File: src/usm_pkg.sv
package usm_pkg;

    // Oversampling ratio of the 16x timing clocks.
    localparam int          OVERSAMPLE      = 16;
    localparam logic [3:0]  SAMPLE_POINT    = 4'h7;
    localparam logic [3:0]  LAST_TICK       = 4'hF;
    // Half bit for the half stop bit of five-bit words with two stops.
    localparam logic [3:0]  HALF_BIT_LAST   = 4'h7;
    localparam int          WORD_MAX        = 8;
    localparam int          WORD_MIN        = 5;
    // Control register field positions.
    localparam int          CTL_LEN_LOW     = 0;
    localparam int          CTL_LEN_HIGH    = 1;
    localparam int          CTL_STOP2       = 2;
    localparam int          CTL_EVEN        = 3;
    localparam int          CTL_PAR_INH     = 4;
    localparam logic [4:0]  CTL_RESET       = 5'h00;
    localparam logic [7:0]  DATA_RESET      = 8'h00;

    typedef enum logic [2:0]
    {
        USM_IDLE   = 3'b000,
        USM_START  = 3'b001,
        USM_DATA   = 3'b010,
        USM_PARITY = 3'b011,
        USM_STOP   = 3'b100,
        USM_STOP2  = 3'b101
    } usm_state_t;

    // Character length from the two length selects.
    function automatic logic [3:0] usm_len(input logic [4:0] ctl);
        return 4'h5 + {2'b00, ctl[CTL_LEN_HIGH], ctl[CTL_LEN_LOW]};
    endfunction

endpackage

File: src/usm_uart.sv
`timescale 1ns/10ps
//////////////////////////////////////////////////////////////////////////////
// Notes on behaviour
// RULE1: The two length selects give 5, 6, 7 or 8 data bits.
// RULE2: Even parity select high means even parity, low means odd.
// RULE3: Transmit and receive timing clocks run at sixteen times bit rate.
// RULE4: Master reset clears control, status and receive holding; output idles high.
// RULE5: Control load latches parity inhibit, parity sense, stop count, lengths.
// RULE6: Low pulse on hold load captures character and drops hold empty.
// RULE7: Capture on trailing edge; shifter loads on a later falling clock edge.
// RULE8: Empty shifter takes held character behind a start bit on falling edge.
// RULE9: Sends start, 5 to 8 data, optional parity, then stop bits.
// RULE10: Hold empty returns high right after the shifter load.
// RULE11: A queued character starts right after the previous final stop bit.
// RULE12: When all is sent both empty flags are high until the next start.
// RULE13: Each transmitted bit lasts sixteen transmit clock periods.
// RULE14: Falling serial input starts counting; start bit must still be low mid-bit.
// RULE15: Data, parity and stop are sampled at mid-bit; parity and stop checked.
// RULE16: At mid first stop bit the character moves to the holding register.
// RULE17: Unused upper bits of short characters are zero.
// RULE18: Loading while ready is still set raises the overrun flag.
// RULE19: Parity and framing flags and ready become valid after the load.
// RULE20: Status enables follow status disable; data enable follows bus disable.
// RULE21: A low pulse on ready clear drops ready; reception repeats per character.
// RULE22: An asynchronous start edge may be seen one clock tick late.
// RULE23: Parity inhibit removes the parity bit and holds parity flag low.
// RULE24: Stop select gives two stops, or one and a half with five bits.
// RULE25: Framing flag is set when the first stop bit is low.
// RULE26: Serial output stays high when idle; the peer idles serial input high.
// RULE27: Timing ticks come from the 16x clocks; serial input is synchronised.
// RULE28: Error flags change only at the holding-register load and then hold.
//////////////////////////////////////////////////////////////////////////////
module usm_uart
    import usm_pkg::*;
(
    input  wire logic       clock_in,
    input  wire logic       resetn_in,
    input  wire logic       enable_in,
    input  wire logic       master_reset_in,
    input  wire logic       control_load_in,
    input  wire logic       parity_inhibit_in,
    input  wire logic       even_parity_select_in,
    input  wire logic       stop_bit_select_in,
    input  wire logic       length_select_low_in,
    input  wire logic       length_select_high_in,
    input  wire logic       tx_clock_16x_in,
    input  wire logic       rx_clock_16x_in,
    input  wire logic [7:0] tx_parallel_in,
    input  wire logic       tx_hold_load_n_in,
    input  wire logic       serial_in,
    input  wire logic       rx_ready_clear_n_in,
    input  wire logic       status_output_disable_in,
    input  wire logic       rx_bus_disable_in,
    output logic            serial_out,
    output logic            tx_hold_empty_out,
    output logic            tx_shift_empty_out,
    output logic [7:0]      rx_parallel_out,
    output logic            rx_parallel_oe_n_out,
    output logic            rx_ready_out,
    output logic            overrun_flag_out,
    output logic            parity_flag_out,
    output logic            framing_flag_out,
    output logic            status_oe_n_out
);
    //////////////////////////////////////////////////////////////////////////
    // Pin synchronisers for asynchronous strobes and serial input.
    logic [1:0] mr_s;
    logic [1:0] crl_s;
    logic [1:0] thl_s;
    logic [1:0] sin_s;
    logic [1:0] clr_s;
    logic       thl_last;
    logic       sin_last;
    logic       clr_req;

    always_ff @(posedge clock_in)
    begin
        if (!resetn_in)
        begin
            mr_s     <= 2'h0;
            crl_s    <= 2'h0;
            thl_s    <= 2'h3;
            sin_s    <= 2'h3;
            clr_s    <= 2'h3;
            thl_last <= 1'b1;
            sin_last <= 1'b1;
        end
        else if (enable_in)
        begin
            mr_s     <= {mr_s[0], master_reset_in};
            crl_s    <= {crl_s[0], control_load_in};
            thl_s    <= {thl_s[0], tx_hold_load_n_in};
            sin_s    <= {sin_s[0], serial_in}; // [RULE27]
            clr_s    <= {clr_s[0], rx_ready_clear_n_in};
            thl_last <= thl_s[1];
            sin_last <= sin_s[1];
        end
    end

    wire mr       = mr_s[1];
    wire thl_rise = thl_s[1] & ~thl_last; // [RULE7]
    assign clr_req = ~clr_s[1]; // [RULE21]

    logic tx_tick;
    logic rx_tick;

    usm_tick u_tx_tick
    (
        .clock_in  (clock_in),
        .resetn_in (resetn_in),
        .enable_in (enable_in),
        .pin_in    (tx_clock_16x_in),
        .tick_out  (tx_tick)
    );

    usm_tick u_rx_tick
    (
        .clock_in  (clock_in),
        .resetn_in (resetn_in),
        .enable_in (enable_in),
        .pin_in    (rx_clock_16x_in),
        .tick_out  (rx_tick)
    );

    //////////////////////////////////////////////////////////////////////////
    // Control register.
    logic [4:0] ctl;

    always_ff @(posedge clock_in)
    begin
        if (!resetn_in || mr) // [RULE4]
            ctl <= CTL_RESET;
        else if (enable_in && crl_s[1]) // [RULE5]
            ctl <= {parity_inhibit_in, even_parity_select_in, stop_bit_select_in,
                    length_select_high_in, length_select_low_in};
    end

    wire [3:0] word_len = usm_len(ctl); // [RULE1]
    wire       par_en   = ~ctl[CTL_PAR_INH]; // [RULE23]
    wire       par_even = ctl[CTL_EVEN];
    wire       two_stop = ctl[CTL_STOP2];

    //////////////////////////////////////////////////////////////////////////
    // Transmitter.
    usm_state_t tx_state;
    logic [7:0] tx_hold;
    logic [7:0] tx_shift;
    logic [3:0] tx_cnt;
    logic [2:0] tx_bit;
    logic       tx_par;
    logic       hold_full;

    wire tx_load   = tx_tick && hold_full && tx_state == USM_IDLE; // [RULE8]
    wire tx_bitend = tx_tick && tx_cnt == LAST_TICK; // [RULE13]
    wire tx_last   = tx_bit == 3'(word_len - 4'h1);
    wire stop2_end = tx_tick &&
                     tx_cnt == ((word_len == 4'h5) ? HALF_BIT_LAST : LAST_TICK); // [RULE24]
    // Parity generator: odd sense inverts the even sum.
    wire par_init  = ~par_even; // [RULE2]
    // A back-to-back load frees the holding register as well.
    wire chain_load = ((tx_state == USM_STOP && tx_bitend && !two_stop) ||
                       (tx_state == USM_STOP2 && stop2_end)) && hold_full;

    always_ff @(posedge clock_in)
    begin
        if (!resetn_in || mr)
        begin
            tx_state  <= USM_IDLE;
            tx_hold   <= DATA_RESET;
            tx_shift  <= DATA_RESET;
            tx_cnt    <= 4'h0;
            tx_bit    <= 3'h0;
            tx_par    <= 1'b0;
            hold_full <= 1'b0;
            serial_out <= 1'b1; // [RULE4]
        end
        else if (enable_in)
        begin
            if (thl_rise)
            begin
                tx_hold   <= tx_parallel_in; // [RULE6] [RULE7]
                hold_full <= 1'b1;
            end
            else if (tx_load || chain_load)
                hold_full <= 1'b0; // [RULE10]
            case (tx_state)
                USM_IDLE:
                begin
                    serial_out <= 1'b1; // [RULE26]
                    if (tx_load)
                    begin
                        tx_shift   <= tx_hold;
                        tx_state   <= USM_START;
                        tx_cnt     <= 4'h0;
                        serial_out <= 1'b0; // [RULE9]
                    end
                end
                USM_START:
                begin
                    if (tx_tick)
                        tx_cnt <= tx_cnt + 4'h1;
                    if (tx_bitend)
                    begin
                        tx_state   <= USM_DATA;
                        tx_bit     <= 3'h0;
                        tx_par     <= par_init ^ tx_shift[0];
                        serial_out <= tx_shift[0];
                        tx_shift   <= {1'b0, tx_shift[7:1]};
                    end
                end
                USM_DATA:
                begin
                    if (tx_tick)
                        tx_cnt <= tx_cnt + 4'h1;
                    if (tx_bitend)
                    begin
                        if (!tx_last)
                        begin
                            tx_bit     <= tx_bit + 3'h1;
                            tx_par     <= tx_par ^ tx_shift[0];
                            serial_out <= tx_shift[0];
                            tx_shift   <= {1'b0, tx_shift[7:1]};
                        end
                        else if (par_en)
                        begin
                            tx_state   <= USM_PARITY;
                            serial_out <= tx_par;
                        end
                        else
                        begin
                            tx_state   <= USM_STOP; // [RULE23]
                            serial_out <= 1'b1;
                        end
                    end
                end
                USM_PARITY:
                begin
                    if (tx_tick)
                        tx_cnt <= tx_cnt + 4'h1;
                    if (tx_bitend)
                    begin
                        tx_state   <= USM_STOP;
                        serial_out <= 1'b1;
                    end
                end
                USM_STOP:
                begin
                    if (tx_tick)
                        tx_cnt <= tx_cnt + 4'h1;
                    if (tx_bitend)
                        tx_state <= two_stop ? USM_STOP2 : USM_IDLE;
                    // Chain straight into the next character to avoid an idle gap.
                    if (tx_bitend && !two_stop && hold_full)
                    begin
                        tx_shift   <= tx_hold; // [RULE11]
                        tx_state   <= USM_START;
                        serial_out <= 1'b0;
                    end
                end
                USM_STOP2:
                begin
                    if (tx_tick)
                        tx_cnt <= stop2_end ? 4'h0 : tx_cnt + 4'h1;
                    if (stop2_end)
                        tx_state <= USM_IDLE;
                    if (stop2_end && hold_full)
                    begin
                        tx_shift   <= tx_hold; // [RULE11]
                        tx_state   <= USM_START;
                        serial_out <= 1'b0;
                    end
                end
                default:
                    tx_state <= USM_IDLE;
            endcase
        end
    end

    assign tx_hold_empty_out  = ~hold_full; // [RULE10]
    assign tx_shift_empty_out = tx_state == USM_IDLE; // [RULE12]

    //////////////////////////////////////////////////////////////////////////
    // Receiver.
    usm_state_t rx_state;
    logic [7:0] rx_shift;
    logic [3:0] rx_cnt;
    logic [2:0] rx_bit;
    logic       rx_par;
    logic [7:0] rx_hold;
    logic       ready;
    logic       overrun;
    logic       par_err;
    logic       frm_err;

    wire sin       = sin_s[1];
    wire rx_fall   = sin_last & ~sin; // [RULE14]
    // The start edge waits for the next receive tick, which may be one late.
    wire rx_mid    = rx_tick && rx_cnt == SAMPLE_POINT; // [RULE15] [RULE22]
    wire rx_last   = rx_bit == 3'(word_len - 4'h1);
    wire [3:0] pad = 4'h8 - word_len;
    wire [7:0] rx_word = rx_shift >> pad; // [RULE17]
    wire rx_store  = rx_state == USM_STOP && rx_mid; // [RULE16]

    always_ff @(posedge clock_in)
    begin
        if (!resetn_in || mr)
        begin
            rx_state <= USM_IDLE;
            rx_shift <= DATA_RESET;
            rx_cnt   <= 4'h0;
            rx_bit   <= 3'h0;
            rx_par   <= 1'b0;
        end
        else if (enable_in)
        begin
            if (rx_tick)
                rx_cnt <= rx_cnt + 4'h1;
            case (rx_state)
                USM_IDLE:
                begin
                    if (rx_fall)
                    begin
                        rx_state <= USM_START;
                        rx_cnt   <= 4'h0;
                    end
                end
                USM_START:
                    if (rx_mid)
                    begin
                        rx_state <= sin ? USM_IDLE : USM_DATA; // [RULE14]
                        rx_bit   <= 3'h0;
                        rx_par   <= par_init;
                    end
                USM_DATA:
                    if (rx_mid)
                    begin
                        rx_shift <= {sin, rx_shift[7:1]};
                        rx_par   <= rx_par ^ sin;
                        rx_bit   <= rx_bit + 3'h1;
                        if (rx_last)
                            rx_state <= par_en ? USM_PARITY : USM_STOP;
                    end
                USM_PARITY:
                    if (rx_mid)
                    begin
                        rx_par   <= rx_par ^ sin; // [RULE2]
                        rx_state <= USM_STOP;
                    end
                USM_STOP:
                    if (rx_mid)
                        rx_state <= USM_IDLE; // [RULE21]
                default:
                    rx_state <= USM_IDLE;
            endcase
        end
    end

    // Error flags update only with the holding load, so they stay stable between characters.
    always_ff @(posedge clock_in)
    begin
        if (!resetn_in || mr) // [RULE4]
        begin
            rx_hold <= DATA_RESET;
            ready   <= 1'b0;
            overrun <= 1'b0;
            par_err <= 1'b0;
            frm_err <= 1'b0;
        end
        else if (enable_in)
        begin
            if (rx_store)
            begin
                rx_hold <= rx_word;
                overrun <= ready; // [RULE18]
                par_err <= par_en & rx_par; // [RULE23] [RULE28]
                frm_err <= ~sin; // [RULE25]
                ready   <= 1'b1; // [RULE19]
            end
            else if (clr_req)
                ready <= 1'b0; // [RULE21]
        end
    end

    assign rx_parallel_out      = rx_hold;
    assign rx_parallel_oe_n_out = rx_bus_disable_in; // [RULE20]
    assign status_oe_n_out      = status_output_disable_in; // [RULE20]
    assign rx_ready_out         = ready;
    assign overrun_flag_out     = overrun;
    assign parity_flag_out      = par_err;
    assign framing_flag_out     = frm_err;
endmodule

File: src/usm_tick.sv
`timescale 1ns/10ps
// Turns a 16x timing clock pin into one-cycle ticks on its falling edge.
module usm_tick
    import usm_pkg::*;
(
    input  wire logic clock_in,
    input  wire logic resetn_in,
    input  wire logic enable_in,
    input  wire logic pin_in,
    output logic      tick_out
);
    logic sync1;
    logic sync2;
    logic last;

    always_ff @(posedge clock_in)
    begin
        if (!resetn_in)
        begin
            sync1 <= 1'b0;
            sync2 <= 1'b0;
            last  <= 1'b0;
        end
        else if (enable_in)
        begin
            sync1 <= pin_in;
            sync2 <= sync1;
            last  <= sync2;
        end
    end

    assign tick_out = enable_in & last & ~sync2; // [RULE27] [RULE3]
endmodule

File: config.mk
export PLATFORM = sky130hd
export DESIGN_NAME = usm_uart
export DESIGN_NICKNAME = d
export VERILOG_FILES = /design/src/usm_pkg.sv /design/src/usm_uart.sv /design/src/usm_tick.sv
export SDC_FILE = /design/constraint.sdc
export NUM_CORES = 1
export LEC_CHECK = 0
export BUFFER_PORTS_ARGS = -buffer_cell sky130_fd_sc_hd__buf_4
export CORE_MARGIN = 4
export CORE_UTILIZATION = 50
export DETAILED_ROUTE_END_ITERATION = 10
export PLACE_DENSITY_LB_ADDON = 0.15
export REMOVE_ABC_BUFFERS = 1
export SLEW_MARGIN = 20
export SYNTH_ARGS = -nofsm -noshare
export SYNTH_HDL_FRONTEND = slang
export SYNTH_HIERARCHICAL = 1
export SYNTH_SLANG_ARGS = --single-unit
File: constraint.sdc
create_clock -name clock_in -period 3.2 [get_ports clock_in]
set_clock_uncertainty 0.2 [all_clocks]
set_input_delay 0.32 -clock clock_in [delete_from_list [all_inputs] [get_ports clock_in]]
set_output_delay 0.32 -clock clock_in [all_outputs]
set_load 0.01 [all_outputs]
After elaboration in Yosys (flattened, before gate mapping):

Cells that the tools add are included.

* bitwise logic cells: 17
* equal/unequal tests: 35
* divide/modulo/power cells: 0
* add/sub/neg operators: 7
* $lt $le $gt $ge: 0
* muxes and demuxes: 62
* $mul: 0
* reductions and logical operators: 43
* shifts and indexed selects: 1

Operators by type and width (number)
* 3-bit two-way mux: 21
* 8-bit two-way mux: 6
* 8-bit case mux with 5 select lines: 1
* 4-bit two-way mux: 8
* 2-bit != test, second input constant: 12
* 3-bit case mux with 6 select lines: 1
* 1-bit two-way mux: 17
* 8-bit AND reduction: 2
* 3-bit case mux with 5 select lines: 1
* 1-bit logical AND: 14
* 7-bit AND reduction: 2
* 3-bit by 2-bit equality test with 1-bit output, second input constant: 4
* 2-bit by 1-bit != test with 1-bit output, second input constant: 6
* 3-bit case mux with 2 select lines: 2
* 4-bit case mux with 3 select lines: 1
* 5-bit AND reduction: 2
* 3-bit equality test, second input constant: 3
* 4-bit by 1-bit adder with 4-bit output, second input constant: 2
* 4-bit by 3-bit equality test with 1-bit output, second input constant: 2
* 2-bit AND reduction: 4
* 4-bit AND reduction: 2
* 2-bit nonzero test: 4
* 8-bit by 4-bit >> shifter with 8-bit output: 1
* 1-bit bitwise AND: 7
* 23 further kinds: 40

* logic and storage cells: 197
* input port bits: 25
* memories: 0
* latch bits: 0
* memory bits (writable): 0
* ROM bits: 0
* bits in registers: 83

Logic depth before layout (Yosys ltp):

* depth in word-level cells: 11
* mapped depth: 9
* gate-level depth less buffers: 7

Cells and area by module:

The synthesis kept the hierarchy.

By module, submodules not included
* usm_uart: seq. area each 1541.5 um^2, area each 3907.5 um^2, instances 1, cells an instance 451
* usm_tick: seq. area each 60.1 um^2, area each 118.9 um^2, instances 2, cells an instance 10

Least setup slack after synthesis:

No wires, ideal clock.

* path kind: register to register
* from: register ctl[0]
* to: register tx_shift[0]
* path buffers: 1
* setup slack: 0.723 ns
* data arrival time: 2.159 ns
* period minus slack after synthesis: 2.477 ns
* cell stages (with the launch flop): 9
* data required time: 2.881 ns
* setup time: 0.119 ns
* cell sequence: dfxtp_1 -> buf_1 -> inv_2 -> ha_1 -> xnor2_1 -> mux2i_1 -> a221o_1 -> nor2_2 -> o221a_1

* longest elaborated chain between the ends: 8
* elaborated cells between the ends (all ways): 11
* classes of those cells: add/sub: 2; eq/ne: 5; mux: 1; reduce/logical: 3

Ends and longest elaborated chain
* start: declaration: line usm_uart.sv:127 `logic [4:0] ctl;`
* start signal: assignment: line usm_uart.sv:134 `ctl <= {parity_inhibit_in, even_parity_select_in, stop_bit_select_in,`
* 3-bit by 2-bit adder with 4-bit output *: line usm_pkg.sv:32 `return 4'h5 + {2'b00, ctl[CTL_LEN_HIGH], ctl[CTL_LEN_LOW]};`
* 4-bit by 3-bit equality test with 1-bit output: line usm_uart.sv:157 `tx_cnt == ((word_len == 4'h5) ? HALF_BIT_LAST : LAST_TICK);`
* 4-bit two-way mux: line usm_uart.sv:157
* 4-bit equality test: line usm_uart.sv:157
* 1-bit logical AND: line usm_uart.sv:156 `wire stop2_end = tx_tick &&`
* 1-bit logical AND: line usm_uart.sv:266 `if (stop2_end && hold_full)`
* 2-bit by 1-bit != test with 1-bit output (no source line)
* 8-bit AND reduction (no source line) *
* end signal: assignment: line usm_uart.sv:192 `tx_shift <= tx_hold;`
* end signal: assignment: line usm_uart.sv:255 `tx_shift <= tx_hold;`
* end signal: assignment: line usm_uart.sv:268 `tx_shift <= tx_hold;`
* end: declaration: line usm_uart.sv:147 `logic [7:0] tx_shift;`

Every way passes the cells marked *; elsewhere a longest branch is shown, timed or not.
A chain may end at the register's enable or synchronous reset.

Worst setup path after layout:

Ends and elaborated chain as after synthesis.

==> impl_metrics.toml <==
[cts]
cts_sinks = 83
clkTransAtPathRegs_ns = 0.08
clock_path_buffers = 2
cts_hold_buf = 11
cts-root-buf = "clkbuf_8"
cts_tree = "done"
insertion_delay_ns = 0.36
cts-resized-gates = 0
cts_max_level = 3
postCtsSetupBuffers = 0
cts_made_buffers = 9

[setup_path]
critPathArrivalTime_ns = 2.42
ff2ff_setup_slack_ns = 0.83
worstSetupPathType = "reg -> reg"
cp-endpoint = "tx_shift[0]$_SDFFE_PP0P_"
cp_slowest_stage_delay_ns = 0.55
worst_ep_required_time_ns = 3.25
r2r-start = "ctl[0]$_SDFFE_PP0P_"
r2r_end = "tx_shift[0]$_SDFFE_PP0P_"
cp_cell_sequence = "inv_2, ha_1, xnor2_1, mux2i_1, a221o_1, nor2_2, o221a_1"
start_kind = "flop"
r2r_cells = 7
critPathLaunch = "ctl[0]$_SDFFE_PP0P_"
setup.worst_path.end_class = "flop"
crit_path_max_fanout = 8
crit_path_top_delay_cell = "mux2i_1"

[detailed_routing]
avgViaCountPerCell = 5.69
dr.pass1.iters = 5
ant_nets = 0
wl_met3_um = 417
maxUsedRoutingLayer = "met4"
post_drt_wl_per_cell_um = 14.7
drt_iter0_drc = 141
wl_met1_mm = 4.33
route.final.wire_length_mm = 9.07
vias = 3515
met2_length_mm = 4.19
drc = 0

[power_and_ir_drop]
p_leak_nw = 1.98
peakVddDrop_mv = 0.277
p_switching_mw = 0.478
seq_power_share_pct = 54.3
power_frac_comb_pct = 5.9
swShare_pct = 24.6
pwr_density_cell_nw_per_um2 = 405
internal-power_mw = 1.47
power_frac_clock_pct = 39.9

[sta]
relSlewSlack_pct = 51.4
hold_violations = 0
max_freq_mhz = 422
setup-violations-final = 0
final_max_slew_viol_count = 0
period_share_pct = 74.1
tns_ns = 0
worstMarginPinSlew_ns = 0.724
hold_slack_ns = 0.0189
grt_setup_unrepaired = "false"
min_period_ns = 2.37

[floorplanning]
fp.dieH_um = 99.1
rows = 32
die_area_um2 = 9810
fp.dieW_um = 99.1
fp.coreArea_um2 = 7890
start_util_pct = 52.6
ios = 42

[synthesis]
synth_cell_types = 67
ys_seq_area_share_pct = 40.1
synth-async-reset-ratio_pct = 0
syn_avg_cell_area_um2 = 8.80
synth-edff-count = 0
synthesis.area_um2 = 4150
ys_seq_elements = 83
ys.flop_type = "dfxtp_1"
yosysWarnings = 6
synthCells = 471

[cells_and_area]
syn_to_final_growth_pct = 16.0
seq_area_um2 = 1660
final_common_cell = "dfxtp_1"
fillers = 697
n_antenna_cell = 0
final_cell_mix = "83 x dfxtp_1, 67 x nor2_1, 48 x buf_4, 45 x nand2_1, 45 x mux2i_1"
nNetsFinal = 541
drive_gt1_share_pct = 15.7
multiInputGateArea_um2 = 2320

[global_routing]
grtUsageTotal_pct = 19.0
grt_pass1_vias = 3286
grt_overflow = 0
antenna_found_initial = 0
grt_max_degree = 30
grt_pass1_wl_mm = 15.4

[status]
status = "completed"

[placed_design]
hpwl_mm = 6.23
routabilityCongestion = 0.854
port-buffer-count = 37

[worst_hold_path]
hold_path.class = "in -> reg"

[flow_run]
maxCapViolations = 0
area by class of cell:
type,instances,area share (%)
multi-input combinational,349,48.2
clock buffer,9,2.58
clock inverter,7,1.56
sequential,83,34.6
tap,102,2.65
timing repair buffer,59,9.78
inverter,9,0.703
critical path: cells and delay by family (launching register included):
family / cells / cell delay (ns)
compound gates: 2 / 0.52
xor+xnor: 1 / 0.19
fa+ha+maj: 1 / 0.32
buf+inv: 1 / 0.05
flops: 1 / 0.35
mux: 1 / 0.55
simple gates: 1 / 0.09
synth_stat cells, types with 4 or more instances:
| cell type | number | area, um^2 |
|---|---|---|
| a21o_1 | 5 | 37.5 |
| a21oi_1 | 36 | 180 |
| a31oi_1 | 4 | 25.0 |
| buf_1 | 6 | 22.5 |
| buf_2 | 4 | 20.0 |
| buf_4 | 4 | 30.0 |
| clkbuf_1 | 15 | 56.3 |
| dfxtp_1 | 83 | 1660 |
| ha_1 | 5 | 62.6 |
| inv_1 | 6 | 22.5 |
| mux2i_1 | 45 | 450 |
| mux4_2 | 5 | 113 |
| nand2_1 | 45 | 169 |
| nand2b_1 | 8 | 50.1 |
| nand3_1 | 10 | 50.1 |
| nand3b_1 | 4 | 30.0 |
| nor2_1 | 67 | 251 |
| nor2b_1 | 17 | 106 |
| nor3_1 | 5 | 25.0 |
| nor3b_1 | 6 | 45.0 |
| o21ai_0 | 6 | 30.0 |
| o21ai_1 | 8 | 40.0 |
| o221a_1 | 7 | 78.8 |
| xor2_1 | 5 | 43.8 |
kinds of logic after synthesis:
kind of cell,count (synthesis),synth area share [%]
xor+xnor,8,1.69
buf+inv,39,4.04
compound gates,95,15.4
simple gates,190,23.4
fa+ha+maj,5,1.51
mux,51,13.9
flops,83,40.1
per-layer routing:
| metal | up-vias | track usage [%] |
|---|---|---|
| li1 | 1752 | - |
| met1 | 1670 | 25.0 |
| met2 | 81 | 31.0 |
| met3 | 12 | 3.82 |
| met4 | 0 | 6.20 |
| met5 | - | 0 |
power by group through the flow:
stage	registers, mW	logic, mW	clock network, mW
global route	1.06	0.126	0.829
finish	1.06	0.115	0.775
global placement	1.08	0.102	0
floorplan	1.08	0.0494	0
CTS	1.06	0.115	0.793
detailed placement	1.08	0.104	0
metrics by stage:
| step | instances | instance area [um^2] | setup slack, ns | utilization [%] | power [mW] |
|---|---|---|---|---|---|
| 2_1_floorplan | 441 | 4010 | 0.617 | - | 1.13 |
| 3_3_place_gp | 591 | 4500 | 0.795 | 57.0 | 1.18 |
| 3_5_place_dp | 591 | 4500 | 0.761 | 57.0 | 1.18 |
| 4_1_cts | 618 | 4810 | 0.857 | 61.0 | 1.96 |
| 5_1_grt | 618 | 4810 | 0.673 | 61.0 | 2.01 |
| 6_report | 618 | 4810 | 0.829 | 61.0 | 1.95 |
sequential cells by signal, indices dropped and copies added, names as in the netlist, 3 cells and up:
register         cells
rx_state             3
ctl                  5
rx_parallel_out      8
rx_bit               3
tx_state             3
tx_hold              8
tx_cnt               4
rx_shift             8
rx_cnt               4
tx_shift             8
tx_bit               3
worst min path at each step:
stage,from,to,slack (ns),cells after the start
after global placement,sin_last$_SDFFE_PN1P_,sin_last$_SDFFE_PN1P_,0.25,2
final,control_load_in,crl_s[0]$_SDFFE_PN0P_,0.02,3
after global routing,control_load_in,crl_s[0]$_SDFFE_PN0P_,0.02,3
after floorplan,resetn_in,clr_s[0]$_SDFFE_PN1P_,0.18,1
after detailed placement,thl_last$_SDFFE_PN1P_,thl_last$_SDFFE_PN1P_,0.26,2
after CTS,control_load_in,crl_s[0]$_SDFFE_PN0P_,0.01,3
Note: power is estimated with default switching activity, not from simulation.
